## config.mk

```make
export PLATFORM = sky130hd
export DESIGN_NAME = acl_top
export DESIGN_NICKNAME = d
export VERILOG_FILES = /design/src/core/acl_pkg.sv /design/src/core/acl_top.sv /design/src/core/acl_us_tick.sv /design/src/core/acl_redund_check.sv
export SDC_FILE = /design/constraint.sdc
export NUM_CORES = 1
export LEC_CHECK = 0
export ABC_AREA = 1
export BUFFER_PORTS_ARGS = -buffer_cell sky130_fd_sc_hd__buf_4
export CAP_MARGIN = 15
export CORE_ASPECT_RATIO = 1.4
export CORE_MARGIN = 1.5
export CORE_UTILIZATION = 40
export CTS_BUF_LIST = sky130_fd_sc_hd__clkbuf_4
export DETAILED_ROUTE_END_ITERATION = 8
export HOLD_SLACK_MARGIN = 0.06
export PLACE_DENSITY = 0.67
export SYNTH_ARGS = -nofsm -noshare
export SYNTH_HDL_FRONTEND = slang
export SYNTH_SLANG_ARGS = --single-unit
```

## constraint.sdc

```tcl
create_clock -name ref_clk -period 12.75 [get_ports ref_clk]
set_clock_uncertainty 0.05 [all_clocks]
set_input_delay 1.275 -clock ref_clk [delete_from_list [all_inputs] [get_ports ref_clk]]
set_output_delay 1.275 -clock ref_clk [all_outputs]
set_load 0.1 [all_outputs]
```

## src/core/acl_pkg.sv

```systemverilog
// shared constants, types and helpers for the conversion sequencer and limit checker
package acl_pkg;

  // clock and time base
  localparam int unsigned CLK_PERIOD_NS = 10;
  localparam int unsigned US_NS         = 1000;
  localparam int unsigned CYCLES_PER_US = (US_NS + CLK_PERIOD_NS - 1) / CLK_PERIOD_NS;

  // converter modes, fastest first
  typedef enum logic [2:0] {
    MODE_27K, MODE_14K, MODE_7K, MODE_3K, MODE_2K, MODE_1K, MODE_422, MODE_26
  } acl_mode_type;

  // two-cell conversion: end of measurement and of calibration, in us
  localparam int unsigned CELL_T1M_US [8] = '{57, 86, 144, 240, 493, 959, 1890, 29817};
  localparam int unsigned CELL_T1C_US [8] = '{201, 230, 405, 501, 754, 1219, 2150, 33568};
  // full auxiliary sequence: end of last measurement and of last calibration, in us
  localparam int unsigned AUX_T6M_US [8] = '{290, 465, 814, 1512, 2908, 5701, 11287, 178850};
  localparam int unsigned AUX_T6C_US [8] = '{1113, 1288, 2335, 3033, 4430, 7222, 12807, 201317};
  localparam int unsigned AUX_SLOTS = 6;
  localparam int unsigned US_CNT_W  = 18;

  // result format
  localparam int unsigned RES_W      = 16;
  localparam int unsigned CELLS      = 2;
  localparam int unsigned AUX_CHANS  = 6;
  localparam logic [15:0] RES_MAX    = 16'hDFFF;
  localparam logic [11:0] FAULT_HI   = 12'hFF0;

  // channel select codes in the command
  localparam logic [2:0] SEL_ALL = 3'h0;
  localparam logic [2:0] SEL_MAX = 3'h6;

  // register byte offsets
  localparam logic [7:0] REG_CTRL     = 8'h00;
  localparam logic [7:0] REG_THRESH   = 8'h04;
  localparam logic [7:0] REG_STATB    = 8'h08;
  localparam logic [7:0] REG_CELLRES  = 8'h0C;
  localparam logic [7:0] REG_AUX0     = 8'h10;
  localparam logic [7:0] REG_AUX_LAST = 8'h24;
  localparam logic [7:0] REG_IRQ_STAT = 8'h28;
  localparam logic [7:0] REG_IRQ_MASK = 8'h2C;

  // field positions
  localparam int unsigned CTRL_CELL_BIT = 0;
  localparam int unsigned CTRL_AUX_BIT  = 1;
  localparam int unsigned CTRL_RED_BIT  = 2;
  localparam int unsigned CTRL_MODE_LSB = 4;
  localparam int unsigned CTRL_SEL_LSB  = 8;
  localparam int unsigned BUSY_BIT      = 31;
  localparam int unsigned THR_UV_LSB    = 0;
  localparam int unsigned THR_OV_LSB    = 16;
  localparam int unsigned STB_UV_LSB    = 0;
  localparam int unsigned STB_OV_LSB    = 2;

  // interrupt events
  localparam int unsigned IRQ_W     = 4;
  localparam int unsigned IRQ_CELL  = 0;
  localparam int unsigned IRQ_AUX   = 1;
  localparam int unsigned IRQ_FAULT = 2;
  localparam int unsigned IRQ_LIMIT = 3;

  // reset values
  localparam logic [15:0] UV_RST = 16'h0000;
  localparam logic [15:0] OV_RST = 16'hDFFF;

  typedef enum logic [1:0] {SEQ_IDLE, SEQ_MEAS, SEQ_CAL} acl_seq_type;

  typedef struct packed {
    logic        psel;
    logic        penable;
    logic        pwrite;
    logic [7:0]  paddr;
    logic [31:0] pwdata;
  } acl_apb_req_type;

  typedef struct packed {
    logic [31:0] prdata;
    logic        pready;
    logic        pslverr;
  } acl_apb_rsp_type;

  // negative readings already floor at zero; top code values are kept for fault codes
  function automatic logic [15:0] acl_clamp(input logic [15:0] v);
    return (v > RES_MAX) ? RES_MAX : v;
  endfunction

endpackage

```

## src/core/acl_top.sv

```systemverilog
// conversion sequencer, cell limit check and auxiliary redundancy check behind APB
`timescale 1ns/100ps
module acl_top
  import acl_pkg::*;
#(
  parameter int unsigned CYC_PER_US = CYCLES_PER_US
) (
  // clock and reset
  input  wire logic            ref_clk,
  input  wire logic            rst_n,
  // register bus
  input  wire acl_apb_req_type apbReq,
  output acl_apb_rsp_type      apbRsp,
  // digital filter results
  input  wire logic [15:0]     cellResIn [CELLS],
  input  wire logic [15:0]     auxResA,
  input  wire logic [15:0]     auxResB,
  // converter steering and status
  output logic [2:0]           auxChanSel,
  output logic                 convActive,
  output logic                 measPhase,
  output logic                 irq
);

  typedef struct packed {
    acl_seq_type                       seq;
    acl_mode_type                      mode;
    logic                              isAux;
    logic                              redund;
    logic                              auxAll;
    logic [2:0]                        auxIdx;
    logic [US_CNT_W-1:0]               usCnt;
    logic [US_CNT_W-1:0]               slotCnt;
    logic [15:0]                       uvTh;
    logic [15:0]                       ovTh;
    logic [CELLS-1:0]                  uvFlag;
    logic [CELLS-1:0]                  ovFlag;
    logic [CELLS-1:0][RES_W-1:0]       cellPend;
    logic [CELLS-1:0][RES_W-1:0]       cellRes;
    logic [AUX_CHANS-1:0][RES_W-1:0]   auxRes;
    logic [IRQ_W-1:0]                  irqStat;
    logic [IRQ_W-1:0]                  irqMask;
    acl_apb_rsp_type                   rsp;
    logic                              irq;
    logic                              active;
    logic                              meas;
  } acl_state_type;

  acl_state_type r;
  acl_state_type n;

  logic                tick;
  logic                startCmd;
  logic [15:0]         redOut;
  logic                redFault;
  logic                cellCommit;
  logic                auxCapture;
  logic                lastSlot;
  logic [US_CNT_W-1:0] measEnd;
  logic [US_CNT_W-1:0] calEnd;
  logic [US_CNT_W-1:0] slotLen;

  // microsecond time base, restarted by each accepted command
  acl_us_tick #(
    .CYC (CYC_PER_US)
  ) u_tick (
    .ref_clk (ref_clk),
    .rst_n   (rst_n),
    .clear   (startCmd),
    .tick    (tick)
  );

  // both filter results of the first converter's stream are compared
  acl_redund_check u_red (
    .resA   (auxResA),
    .resB   (auxResB),
    .resOut (redOut),
    .fault  (redFault)
  );

  // phase end times; the redundant flag never enters the timing
  always_comb begin
    if (r.isAux && r.auxAll) begin
      measEnd = US_CNT_W'(AUX_T6M_US[r.mode]);
      calEnd  = US_CNT_W'(AUX_T6C_US[r.mode]);
    end else begin
      measEnd = US_CNT_W'(CELL_T1M_US[r.mode]);
      calEnd  = US_CNT_W'(CELL_T1C_US[r.mode]);
    end
    slotLen  = US_CNT_W'(AUX_T6M_US[r.mode] / AUX_SLOTS);
    lastSlot = !(r.isAux && r.auxAll) || (r.auxIdx == 3'(AUX_CHANS - 1));
  end

  // whole next-state function
  always_comb begin
    logic setup;
    logic access;
    logic [2:0] sel;
    logic slotDone;
    logic [2:0] aIdx;
    setup      = 1'b0;
    access     = 1'b0;
    sel        = '0;
    slotDone   = 1'b0;
    aIdx       = '0;
    n          = r;
    startCmd   = 1'b0;
    cellCommit = 1'b0;
    auxCapture = 1'b0;
    n.rsp.pready  = 1'b0;
    n.rsp.pslverr = 1'b0;
    setup  = apbReq.psel && !apbReq.penable && !r.rsp.pready;
    access = apbReq.psel && apbReq.penable && r.rsp.pready;

    // read data is prepared in the setup cycle so it leaves a flop
    if (setup) begin
      n.rsp.pready = 1'b1;
      n.rsp.prdata = '0;
      if (!apbReq.pwrite) begin
        case (apbReq.paddr)
          REG_CTRL: begin
            n.rsp.prdata[BUSY_BIT] = (r.seq != SEQ_IDLE);
            n.rsp.prdata[CTRL_MODE_LSB +: 3] = r.mode;
          end
          REG_THRESH: begin
            n.rsp.prdata = {r.ovTh, r.uvTh};
          end
          REG_STATB: begin
            n.rsp.prdata[STB_UV_LSB +: CELLS] = r.uvFlag;
            n.rsp.prdata[STB_OV_LSB +: CELLS] = r.ovFlag;
          end
          REG_CELLRES: begin
            n.rsp.prdata = {r.cellRes[1], r.cellRes[0]};
          end
          REG_IRQ_STAT: begin
            n.rsp.prdata[IRQ_W-1:0] = r.irqStat;
          end
          REG_IRQ_MASK: begin
            n.rsp.prdata[IRQ_W-1:0] = r.irqMask;
          end
          default: begin
            if (apbReq.paddr >= REG_AUX0 && apbReq.paddr <= REG_AUX_LAST
                && apbReq.paddr[1:0] == 2'b00) begin
              aIdx = 3'((apbReq.paddr - REG_AUX0) >> 2);
              n.rsp.prdata[RES_W-1:0] = r.auxRes[aIdx];
            end else begin
              n.rsp.pslverr = 1'b1;
            end
          end
        endcase
      end else if (!(apbReq.paddr inside {REG_CTRL, REG_THRESH, REG_IRQ_MASK})) begin
        n.rsp.pslverr = 1'b1;
      end
    end

    // writes take effect at the completing edge only
    if (access && apbReq.pwrite) begin
      case (apbReq.paddr)
        REG_CTRL: begin
          sel = apbReq.pwdata[CTRL_SEL_LSB +: 3];
          // a command while busy, or an auxiliary command with an unknown select and no cell bit, is dropped
          if (r.seq == SEQ_IDLE && (apbReq.pwdata[CTRL_CELL_BIT]
              || (apbReq.pwdata[CTRL_AUX_BIT] && sel <= SEL_MAX))) begin
            startCmd  = 1'b1;
            n.seq     = SEQ_MEAS;
            n.usCnt   = '0;
            n.slotCnt = '0;
            n.mode    = acl_mode_type'(apbReq.pwdata[CTRL_MODE_LSB +: 3]);
            n.isAux   = !apbReq.pwdata[CTRL_CELL_BIT];
            n.redund  = apbReq.pwdata[CTRL_RED_BIT];
            n.auxAll  = (sel == SEL_ALL);
            n.auxIdx  = (sel == SEL_ALL) ? 3'h0 : sel - 3'h1;
          end
        end
        REG_THRESH: begin
          n.uvTh = apbReq.pwdata[THR_UV_LSB +: 16];
          n.ovTh = apbReq.pwdata[THR_OV_LSB +: 16];
        end
        REG_IRQ_MASK: begin
          n.irqMask = apbReq.pwdata[IRQ_W-1:0];
        end
        default: begin
        end
      endcase
    end

    // read clears only what was reported, so a later event survives
    if (access && !apbReq.pwrite && apbReq.paddr == REG_IRQ_STAT) begin
      n.irqStat = r.irqStat & ~r.rsp.prdata[IRQ_W-1:0];
    end

    // conversion sequence
    case (r.seq)
      SEQ_IDLE: begin
      end
      SEQ_MEAS: begin
        if (tick) begin
          n.usCnt   = r.usCnt + 1'b1;
          n.slotCnt = r.slotCnt + 1'b1;
          slotDone  = lastSlot ? (n.usCnt == measEnd) : (n.slotCnt == slotLen);
          if (slotDone) begin
            if (r.isAux) begin
              auxCapture = 1'b1;
              // each channel written once its own measurement is over
              n.auxRes[r.auxIdx] = r.redund ? redOut : acl_clamp(auxResA);
              if (r.redund && redFault) begin
                n.irqStat[IRQ_FAULT] = 1'b1;
              end
            end else begin
              for (int i = 0; i < CELLS; i++) begin
                n.cellPend[i] = acl_clamp(cellResIn[i]);
              end
            end
            n.slotCnt = '0;
            if (lastSlot) begin
              n.seq = SEQ_CAL;
            end else begin
              n.auxIdx = r.auxIdx + 3'h1;
            end
          end
        end
      end
      SEQ_CAL: begin
        if (tick) begin
          n.usCnt = r.usCnt + 1'b1;
          if (n.usCnt == calEnd) begin
            n.seq = SEQ_IDLE;
            if (r.isAux) begin
              n.irqStat[IRQ_AUX] = 1'b1;
            end else begin
              cellCommit = 1'b1;
              n.irqStat[IRQ_CELL] = 1'b1;
              // cell results and limit flags land together after calibration
              for (int i = 0; i < CELLS; i++) begin
                n.cellRes[i] = r.cellPend[i];
                n.ovFlag[i]  = r.cellPend[i] > r.ovTh;
                n.uvFlag[i]  = r.cellPend[i] < r.uvTh;
              end
              if (|n.ovFlag || |n.uvFlag) begin
                n.irqStat[IRQ_LIMIT] = 1'b1;
              end
            end
          end
        end
      end
      default: begin
        n.seq = SEQ_IDLE;
      end
    endcase

    // status pins get their own flops so no decode sits between state and pin
    n.active = (n.seq != SEQ_IDLE);
    n.meas   = (n.seq == SEQ_MEAS);
    n.irq = |(n.irqStat & n.irqMask);
  end

  // single state register
  always_ff @(posedge ref_clk) begin
    if (!rst_n) begin
      r         <= '0;
      r.uvTh    <= UV_RST;
      r.ovTh    <= OV_RST;
    end else begin
      r <= n;
    end
  end

  // outputs straight from the state flops
  assign apbRsp     = r.rsp;
  assign auxChanSel = r.auxIdx;
  assign convActive = r.active;
  assign measPhase  = r.meas;
  assign irq        = r.irq;

  function automatic logic ovFlag_ok(input logic [CELLS-1:0] f,
                                     input logic [CELLS-1:0][RES_W-1:0] p,
                                     input logic [15:0] th);
    logic ok;
    ok = 1'b1;
    for (int i = 0; i < CELLS; i++) begin
      ok = ok && (f[i] == (p[i] > th));
    end
    return ok;
  endfunction
endmodule

```

## src/core/acl_us_tick.sv

```systemverilog
// one-cycle enable pulse once per microsecond, restartable
`timescale 1ns/100ps
module acl_us_tick
  import acl_pkg::*;
#(
  parameter int unsigned CYC = CYCLES_PER_US
) (
  // clock and reset
  input  wire logic ref_clk,
  input  wire logic rst_n,
  // control and pulse
  input  wire logic clear,
  output logic      tick
);

  typedef struct packed {
    logic [15:0] cnt;
    logic        tick;
  } acl_tick_state_type;

  acl_tick_state_type r;
  acl_tick_state_type n;

  // restart aligns the first microsecond with the command
  always_comb begin
    n = r;
    n.tick = 1'b0;
    if (clear) begin
      n.cnt = '0;
    end else if (r.cnt == 16'(CYC - 1)) begin
      n.cnt  = '0;
      n.tick = 1'b1;
    end else begin
      n.cnt = r.cnt + 16'h0001;
    end
  end

  always_ff @(posedge ref_clk) begin
    if (!rst_n) begin
      r <= '0;
    end else begin
      r <= n;
    end
  end

  assign tick = r.tick;

endmodule

```

## src/core/acl_redund_check.sv

```systemverilog
// compares the two filter results of one measurement and forms the stored value
`timescale 1ns/100ps
module acl_redund_check
  import acl_pkg::*;
(
  // results from both filters
  input  wire logic [15:0] resA,
  input  wire logic [15:0] resB,
  // stored value and fault flag
  output logic [15:0]      resOut,
  output logic             fault
);

  logic [3:0] nibMis;

  // one mismatch bit per nibble, bit 3 for the top nibble
  for (genvar g = 0; g < 4; g++) begin : g_nib
    assign nibMis[g] = |(resA[4*g+3:4*g] ^ resB[4*g+3:4*g]);
  end

  // low nibble is never zero on a fault, since a fault needs a mismatch
  assign fault  = |nibMis;
  assign resOut = fault ? {FAULT_HI, nibMis} : acl_clamp(resA);

endmodule

```

# Word-level counts from Yosys, hierarchy flattened
# Memory sizes are Yosys's and may differ from the RTL's.
# Cells that the tools add are included.
[word_totals]
register_bits = 305
rom_bits = 1024
output_inout_bits = 40
mem_count = 4
[op_classes]
add_sub_neg = 6
div_mod_pow = 1
n_lt_le_gt_ge = 14
eq_ne = 13
n_mux = 74
n_bitwise = 10
reduce_logical = 48
[memory_table]
columns = ["name", "depth", "word_bits", "read_ports", "rd_clocked_by_memory_dff", "wr", "line", "rtl"]
rows = [
  ["(no name shown)", 8, 32, 1, 0, 0, "acl_top.sv:90", "slotLen = US_CNT_W'(AUX_T6M_US[r.mode] / AUX_SLOTS);"],
  ["(no name shown)", 8, 32, 1, 0, 0, "acl_top.sv:88", "calEnd = US_CNT_W'(CELL_T1C_US[r.mode]);"],
  ["(no name shown)", 8, 32, 1, 0, 0, "acl_top.sv:87", "measEnd = US_CNT_W'(CELL_T1M_US[r.mode]);"],
  ["(no name shown)", 8, 32, 1, 0, 0, "acl_top.sv:85", "calEnd = US_CNT_W'(AUX_T6C_US[r.mode]);"],
]
[ops]
columns = ["cell", "count"]
rows = [
  ["$mux W18", 11],
  ["$mux W16", 8],
  ["$mux W32", 4],
  ["$bwmux W96", 1],
  ["$mux W47", 2],
  ["$mux W79", 1],
  ["$eq A18 B18 Y1", 3],
  ["$bmux W16 S3", 1],
  ["$demux W16 S3", 1],
  ["$gt A16 B16 Y1 const B", 3],
  ["$mux W39", 1],
  ["$add A18 B1 Y18 const B", 2],
  ["$pmux W18 S2", 1],
  ["$div A32 B3 Y32 const B", 1],
  ["$gt A16 B16 Y1", 2],
  ["$lt A16 B16 Y1", 2],
  ["$pmux W15 S2", 1],
  ["$pmux W9 S3", 1],
  ["$pmux W4 S6", 1],
  ["$reduce_or A4 Y1", 6],
  ["$mux W1", 21],
  ["$mux W2", 9],
  ["$add A16 B1 Y16 const B", 1],
  ["$eq A16 B7 Y1 const B", 1],
  ["other kinds (40)", 81],
]

# Longest topological paths before layout
# Gate-level depths: netlist (run 1).
[logic_depth]
word_depth = 12
mapped_depth = 58
ltp_nobuf = 55

# By module
# Synthesis (run 1) repeated with hierarchy kept, for this count alone.
[unflattened]
cells_unflattened = 3060
area_unflattened_um2 = 19741.4
[by_module_without_submodules]
columns = ["mod", "instances", "cells_per_inst", "area_each_um2"]
rows = [
  ["acl_top", 1, 2801, 18335.1],
  ["acl_us_tick", 1, 126, 863.3],
  ["acl_redund_check", 1, 133, 543.0],
]

# Worst setup path after synthesis (run 1)
# Ideal clock, no wire load.
[synth_path]
kind = "reg-to-reg"
startpoint = "register r[283] (netlist name)"
endpoint = "register r[185] (netlist name)"
arrival_time_ps = 5946
t_required_ps = 12584
setup_slack_ps = 6638
path_stages_with_launch = 52
n_path_buf = 2
synth_period_minus_slack_ps = 6112
path_cell_list = "dfxtp_1 -> inv_1 -> ha_1 -> nor2_1 -> a21oi_1 -> nand3_2 -> nand2_1 -> nand2_1 -> nand3_2 -> nand2_1 -> nand2_1 -> nand2_1 -> nand2_1 -> nand3_1 -> nand4_1 -> nand2_1 -> ha_1 -> nand3_1 -> [16 not listed] -> nand2_2 -> inv_1 -> nor2_2 -> nand3_2 -> nand2_1 -> buf_6 -> nand2_1 -> nand2_1 -> inv_2 -> nor2_1 -> nand3_1 -> nand2_1 -> nand3_2 -> nand2_4 -> nand2_1 -> buf_2 -> o21ai_0 -> nor2_1"
[synth_via]
elab_chain_cells = 8
[synth_lines]
columns = ["item", "line", "rtl"]
rows = [
  ["start: declaration", "acl_top.sv:49", "acl_state_type r;"],
  ["start signal: assignment", "acl_top.sv:264", "r <= n;"],
  ["$not A3 Y4 (not written as such) (*)", "acl_top.sv:84, acl_top.sv:87, acl_top.sv:90", ""],
  ["$mem_v2 Z8 W32, on equally long branches", "--", ""],
  ["$mux W32 (not written as such) / $mux W18 (equally long branches) (2 in series)", "acl_top.sv:90, acl_top.sv:87", ""],
  ["$div A32 B3 Y32 / $mux W18 (equally long branches)", "acl_top.sv:90, acl_top.sv:83", ""],
  ["$eq A18 B18 Y1", "acl_top.sv:200", "slotDone = lastSlot ? (n.usCnt == measEnd) : (n.slotCnt == slotLen);"],
  ["$mux W1 (*)", "acl_top.sv:200", ""],
  ["$reduce_and A4 Y1 (no source line) (*)", "--", ""],
]
# Every way passes the cells marked *; elsewhere a longest branch is shown, timed or not. The select of a mux whose other input is x is not followed.
# A chain may end at the register's enable or synchronous reset.

# Worst setup path in the final report (run 1)
[layout_path]
startpoint = "register r[285] (netlist name)"
endpoint = "register r[129] (netlist name)"
# Same word-level chain as after synthesis.

==> impl_metrics.tcl, run 1 <==
set metrics [dict create \
    synthTopCellsByArea "dfxtp_1, nand2_1, inv_1" \
    design.die.area_um2 49200 \
    power.leakage_nw 9.67 \
    cts_tree "yes" \
    vdd_ir_drop_max_v 0.0000459 \
    cts_root_buffer "clkbuf_4" \
    drc 0 \
    drt_iter0_markers 1511 \
    drv_cap 0 \
    ios 149 \
    track_usage_pct 24.4 \
    yosysUniqueCellTypes 67 \
    drive_above_1_share_pct 13.0 \
    grt_overflow 0 \
    syn_inst 2891 \
    synth_edf_count 0 \
    crit_fanout 63 \
    max_stage_delay_ns 0.80 \
    tightest_slew_ns 1.11 \
    clock_latency_ns 0.78 \
    seq_area_um2 6110 \
    synth_seq_area_share_pct 31.9 \
    n_fill_cell 4852 \
    slew_headroom_pct 25.2 \
    status "completed" \
    clkSinkCount 305 \
    worstSetupEndpointType "flop" \
    min_period_ns 9.24 \
    grt_pass1_wl_mm 96.8 \
    rsz0062_at_grt "false" \
    cp.required_ns 13.34 \
    min_path_type "reg -> reg" \
    fin_tns_setup_ns 0 \
    ctsHoldBuffers 0 \
    htree_levels 3 \
    yosysTopAreaCell "dfxtp_1" \
    setup_viol 0 \
    num-nets-final 3170 \
    cts_max_path_buffers 3 \
    worstPathArrival_ns 9.83 \
    io_buffers 148 \
    synth_top_cell_area_share_pct 31.9 \
    die_h_um 262 \
    final_common_cell "nand2_1" \
    yosysWarnings 0 \
    via_per_inst 5.35 \
    hold_violations 0 \
    drt-total-wl_mm 60.9 \
    max_freq_ghz 0.108 \
    start_util_pct 40.6 \
    ys_async_sr_fraction_pct 0 \
    dp_hpwl_mm 44.8 \
    cpMaxStageDelayCell "dfxtp_1" \
    syn_to_final_growth_pct 11.5 \
    cts_resized 0 \
    antenna_found_initial 2 \
    path_class "reg -> reg" \
    start_kind "flop" \
    cts_buffers 79 \
    row_count 94 \
    route.antenna.remaining_nets 0 \
    final_cell_mix "nand2_1, inv_1, nor2_1" \
    grt_pass1_vias 18896 \
    cellPowerDensity_nw_per_um2 88.6 \
    postCtsSetupBuffers 0 \
    first_pass_iters 5 \
    finalWeightedCongestion 0.999 \
    syn_nets 3083 \
    slew_viol_final 0 \
    ys_ff_latch 305 \
    crit_top_cell "nand2_1" \
    clkTransAtPathRegs_ns 0.06 \
    coreArea_um2 47200 \
    avgSynthCellArea_um2 6.63 \
    syn-cell-area_um2 19200 \
    synth_ff_type "dfxtp_1" \
    finalCritPeriodShare_pct 72.5 \
    multiInputGateArea_um2 10600 \
    grt_max_degree 112 \
    post_drt_wl_per_cell_um 16.7 \
    total_power_w 0.00189 \
    die_w_um 188 \
    route.vias.total 19536 \
]
## metal layers
layer / global-route usage (%) / routed length (µm)
met5: 0 / 8
met4: 13.8 / 3090
met3: 3.42 / 3070
met2: 44.2 / 30400
met1: 27.5 / 24300
## synth_stat cells (7+ instances only)
library cell    n
a221oi_1       15
o2111ai_1      35
o221ai_1       11
nand2_2        24
o22ai_1        50
nand3_2        13
o211ai_1       20
nand2_1       620
o21ai_1         8
nor4_1         17
xor2_1         39
a211oi_1       10
o31ai_1        18
dfxtp_1       305
or2_2          14
xnor2_1        23
nand4_1       111
ha_1           83
buf_1           7
buf_4          40
buf_2          18
clkbuf_1       99
inv_2          30
nor2_1        329
nor3_1         40
o21ai_0       149
nand3_1       103
clkinv_1        7
a21oi_1       169
inv_1         402
## flip-flops by register name, summed over array words and instances (netlist names)
register / count
apbRsp: 34
auxChanSel: 3
convActive: 1
irq: 1
measPhase: 1
r: 248
u_tick.r: 16
u_tick.tick: 1
## cell families (layout without fill, tap and decap cells)
kind of cell / after synthesis / count (layout) / synth area share (%)
xor+xnor: 62 / 62 / 2.83
other cells: 0 / 1 / 0
fa+ha+maj: 83 / 83 / 5.42
mux: 1 / 1 / 0.0523
flops: 305 / 305 / 31.9
buf+inv: 609 / 742 / 13.1
simple gates: 1300 / 1300 / 29.8
compound gates: 531 / 531 / 16.9
## critical path, delay by kind of cell, from the launching register on
kind,cells,cell delay [ns]
fa+ha+maj,3,0.87
flops,1,0.80
buf+inv,5,0.99
compound gates,3,0.37
simple gates,41,6.01
## power breakdown
group,leakage [nW],internal (W),switching [W]
combinational,6.67,0.0000453,0.0000784
clock,0.541,0.000397,0.000418
sequential,2.46,0.000954,0.000000903
total,9.67,0.00140,0.000498
## layout make-up
type                    count  area share (%)
diodes                      1          0.0117
well taps                 624            3.65
clock inverters            25           0.738
multi-input cells        1977            49.4
repair buffers            176            6.30
clock buffers             102            3.58
inverters                 439            7.71
flip-flops and latches    305            28.6
## through the flow
step / instance area [µm²] / hold slack [ns] / cells / setup slack [ns] / utilization [%]
after floorplan: 19200 / 0.368 / 2891 / 6.64 / -
after global placement: 20400 / 0.382 / 3520 / 4.22 / 43.3
after CTS: 21300 / 0.404 / 3647 / 3.63 / 45.2
after detailed placement: 20400 / 0.394 / 3520 / 3.69 / 43.3
after global routing: 21400 / 0.419 / 3649 / 2.35 / 45.3
final: 21400 / 0.405 / 3649 / 3.51 / 45.3
## final timing paths
path	start	end	slack, ns	depth (start not counted)
max	r[285]$_SDFFE_PN0P_	r[129]$_SDFFE_PN0P_	3.51	52
min	r[169]$_SDFFE_PN0P_	r[169]$_SDFFE_PN0P_	0.41	2
min reg2reg	r[169]$_SDFFE_PN0P_	r[169]$_SDFFE_PN0P_	0.41	2
max reg2reg	r[285]$_SDFFE_PN0P_	r[129]$_SDFFE_PN0P_	3.51	52
Note: power is estimated with default switching activity, not from simulation.
==> inputs of run 2 (changes only) <==
- ABC_AREA: 1 -> 0
- PLACE_DENSITY: 0.67 -> 0.69
- clock period: 12.75 -> 7.9 ns (I/O delays scaled with it)
==> run 2 against run 1 <==
  * Design area decreased by 3.1%
  * Global-route usage decreased by 2.1 points
  * Clock power increased by 58%
  * Critical path depth decreased by 22
  * Utilization decreased by 0.14 points
  * Critical endpoint is now r[198]$_SDFFE_PN0P_
==> impl_metrics.tcl, run 2 <==
set metrics [dict create \
    status "completed" \
    power.leakage_nw 8.35 \
    synth_top_cell_area_share_pct 33.1 \
    muxShareOfSynthArea_pct 12.4 \
    total_power_w 0.00298 \
    syn_nets 2480 \
    path_class "reg -> reg" \
    fin_ws_ns 0.449 \
    worstSetupEndpointType "flop" \
    met2_usage_pct 38.1 \
    crit_fanout 32 \
    p_seq_share_pct 51.7 \
    tightest_slew_ns 1.10 \
    grt_pass1_vias 16419 \
    synthAdderAreaFrac_pct 5.68 \
    yosysTopAreaCell "dfxtp_1" \
    min_period_ns 7.45 \
    drt_iter0_markers 1061 \
    clkSinkCount 305 \
    post_drt_wl_per_cell_um 17.6 \
    setup_viol 0 \
    coreArea_um2 45800 \
    syn-cell-area_um2 18500 \
    cts_tree "yes" \
    worstPathArrival_ns 8.09 \
    cp.required_ns 8.54 \
    min_path_type "in -> reg" \
    synth_top_family_by_area "simple AND/OR/NAND/NOR gates" \
    start_kind "flop" \
    grtUsageMet3_pct 3.44 \
    ys_async_sr_fraction_pct 0 \
    final_common_cell "nand2_1" \
    r2r-end "r[198]$_SDFFE_PN0P_" \
    drive_above_1_share_pct 14.7 \
    yosysWarnings 0 \
    clock_latency_ns 0.76 \
    synthXorXnorAreaFrac_pct 4.88 \
    finalWeightedCongestion 0.927 \
    yosys.area_share.simple_pct 20.7 \
    seq_area_um2 6110 \
    p_sw_share_pct 25.3 \
    multiInputGateArea_um2 11300 \
    avgSynthCellArea_um2 8.07 \
    cellPowerDensity_nw_per_um2 144 \
    track_usage_pct 22.3 \
    crit_path_end "r[198]$_SDFFE_PN0P_" \
    cts_buffers 77 \
    syn_to_final_growth_pct 12.1 \
    route.vias.total 16924 \
    via_per_inst 5.57 \
    final_util_pct 45.2 \
    yosysUniqueCellTypes 94 \
    synthTopCellsByArea "dfxtp_1, mux2i_1, nand2_1" \
    drt-total-wl_mm 53.6 \
    io_buffers 148 \
    dp_hpwl_mm 38.8 \
    cts_max_path_buffers 3 \
    start_util_pct 40.3 \
    r2r-start "r[284]$_SDFFE_PN0P_" \
    vdd_ir_drop_max_v 0.0000821 \
    max_freq_ghz 0.134 \
    grt_pass1_wl_mm 85.2 \
    regMostFlops "r" \
    ys_ff_latch 305 \
    syn_inst 2288 \
    max_stage_delay_ns 0.42 \
    rrSetupSlack_ns 0.45 \
    synth.most_common_cell "nand2_1" \
    grt_max_degree 104 \
    drv_cap 0 \
    slew_headroom_pct 26.3 \
    crit_start "r[284]$_SDFFE_PN0P_" \
    clkTransAtPathRegs_ns 0.07 \
    synth_edf_count 0 \
    hold_ws_ns 0.199 \
    r2r_cells 30 \
    die_h_um 257 \
    cts_root_buffer "clkbuf_4" \
    ios 149 \
    first_pass_iters 5 \
    ctsHoldBuffers 0 \
    slew_viol_final 0 \
    grt_overflow 0 \
    cpMaxStageDelayCell "dfxtp_1" \
    final_cell_mix "nand2_1, dfxtp_1, nor2_1" \
    htree_levels 3 \
    antenna_found_initial 3 \
    synth_seq_area_share_pct 33.1 \
    synth_ff_type "dfxtp_1" \
    row_count 93 \
    place_ws_ns 0.0170 \
    n_fill_cell 4595 \
    switchingPower_w 0.000753 \
    route.antenna.remaining_nets 0 \
    drc 0 \
    synth-compound-area-share_pct 17.3 \
    busiest_layer "met2" \
    num-nets-final 2566 \
    power_frac_comb_pct 5.2 \
    finalCritPeriodShare_pct 94.3 \
    largest_register_ffs 248 \
    design.die.area_um2 47500 \
    synth_common_cells "nand2_1, dfxtp_1, nor2_1, mux2i_1, a21oi_1" \
    p_int_w 0.00223 \
    hold_violations 0 \
    die_w_um 185 \
    use_met1_pct 27.3 \
    clockPowerShare_pct 43.1 \
]
## run 2: worst max-delay path, delay by kind of cell, from the launching register on
| kind | cells | cell delay [ns] |
|---|---|---|
| and+or+nand+nor | 13 | 3.00 |
| DFF | 1 | 0.42 |
| adders and majority gates | 3 | 1.01 |
| AOI/OAI and AO/OA | 5 | 1.10 |
| muxes | 3 | 0.74 |
| xor gates and xnor gates | 1 | 0.12 |
| buffers and inverters | 5 | 0.87 |
## run 2: area by class of cell
cell class / instances / area share (%)
antenna: 2 / 0.0242
clock buffer: 102 / 3.70
clock inverter: 20 / 0.580
inverter: 65 / 1.19
multi-input combinational: 1742 / 54.6
sequential: 305 / 29.5
tap: 617 / 3.73
timing repair buffer: 183 / 6.71
## run 2: kinds of logic after synthesis
group	after synthesis
AND/OR/NAND/NOR	848
AO/OA/AOI/OAI	500
flip-flops	305
buffers and inverters	241
multiplexers	208
XOR/XNOR	102
adder cells (fa/ha/maj)	84
## run 2: worst min-delay path by stage
stage	slack [ns]	startpoint	cells past startpoint	end
6_report	0.20	apbReq[22]	3	r[215]$_SDFFE_PN1P_
5_1_grt	0.19	apbReq[27]	3	r[220]$_SDFFE_PN1P_
4_1_cts	0.13	apbReq[22]	3	r[215]$_SDFFE_PN1P_
3_5_place_dp	0.40	r[135]$_SDFFE_PN0P_	2	r[135]$_SDFFE_PN0P_
3_3_place_gp	0.39	r[50]$_SDFFE_PN0P_	2	r[50]$_SDFFE_PN0P_
2_1_floorplan	0.38	u_tick.r[1]$_SDFF_PP0_	1	u_tick.r[1]$_SDFF_PP0_
## run 2: what timing repair did
item	in CTS	in global routing
setup endpoints to repair	18	148
resized for setup	2	8
buffers inserted	0	0
## run 2: power groups by stage
stage          Combinational, W  Sequential (W)  Clock (W)
2_1_floorplan         0.0000789         0.00157          0
3_3_place_gp           0.000152         0.00158          0
3_5_place_dp           0.000155         0.00158          0
4_1_cts                0.000155         0.00154    0.00133
5_1_grt                0.000167         0.00154    0.00139
6_report               0.000155         0.00154    0.00129
## run 2: through the flow
| step | std cells | instance area (µm²) | TNS [ns] |
|---|---|---|---|
| after global placement | 2912 | 19800 | 0 |
| after global routing | 3036 | 20700 | -0.0414 |
| after CTS | 3034 | 20700 | 0 |
| after floorplan | 2288 | 18500 | 0 |
| final | 3036 | 20700 | 0 |
| after detailed placement | 2912 | 19800 | 0 |
## run 2: layer usage
layer	up-vias	part of all wire, %
met5	-	0.022
met4	2	3.4
met3	106	4.4
met2	438	50
met1	8145	43
li1	8233	-
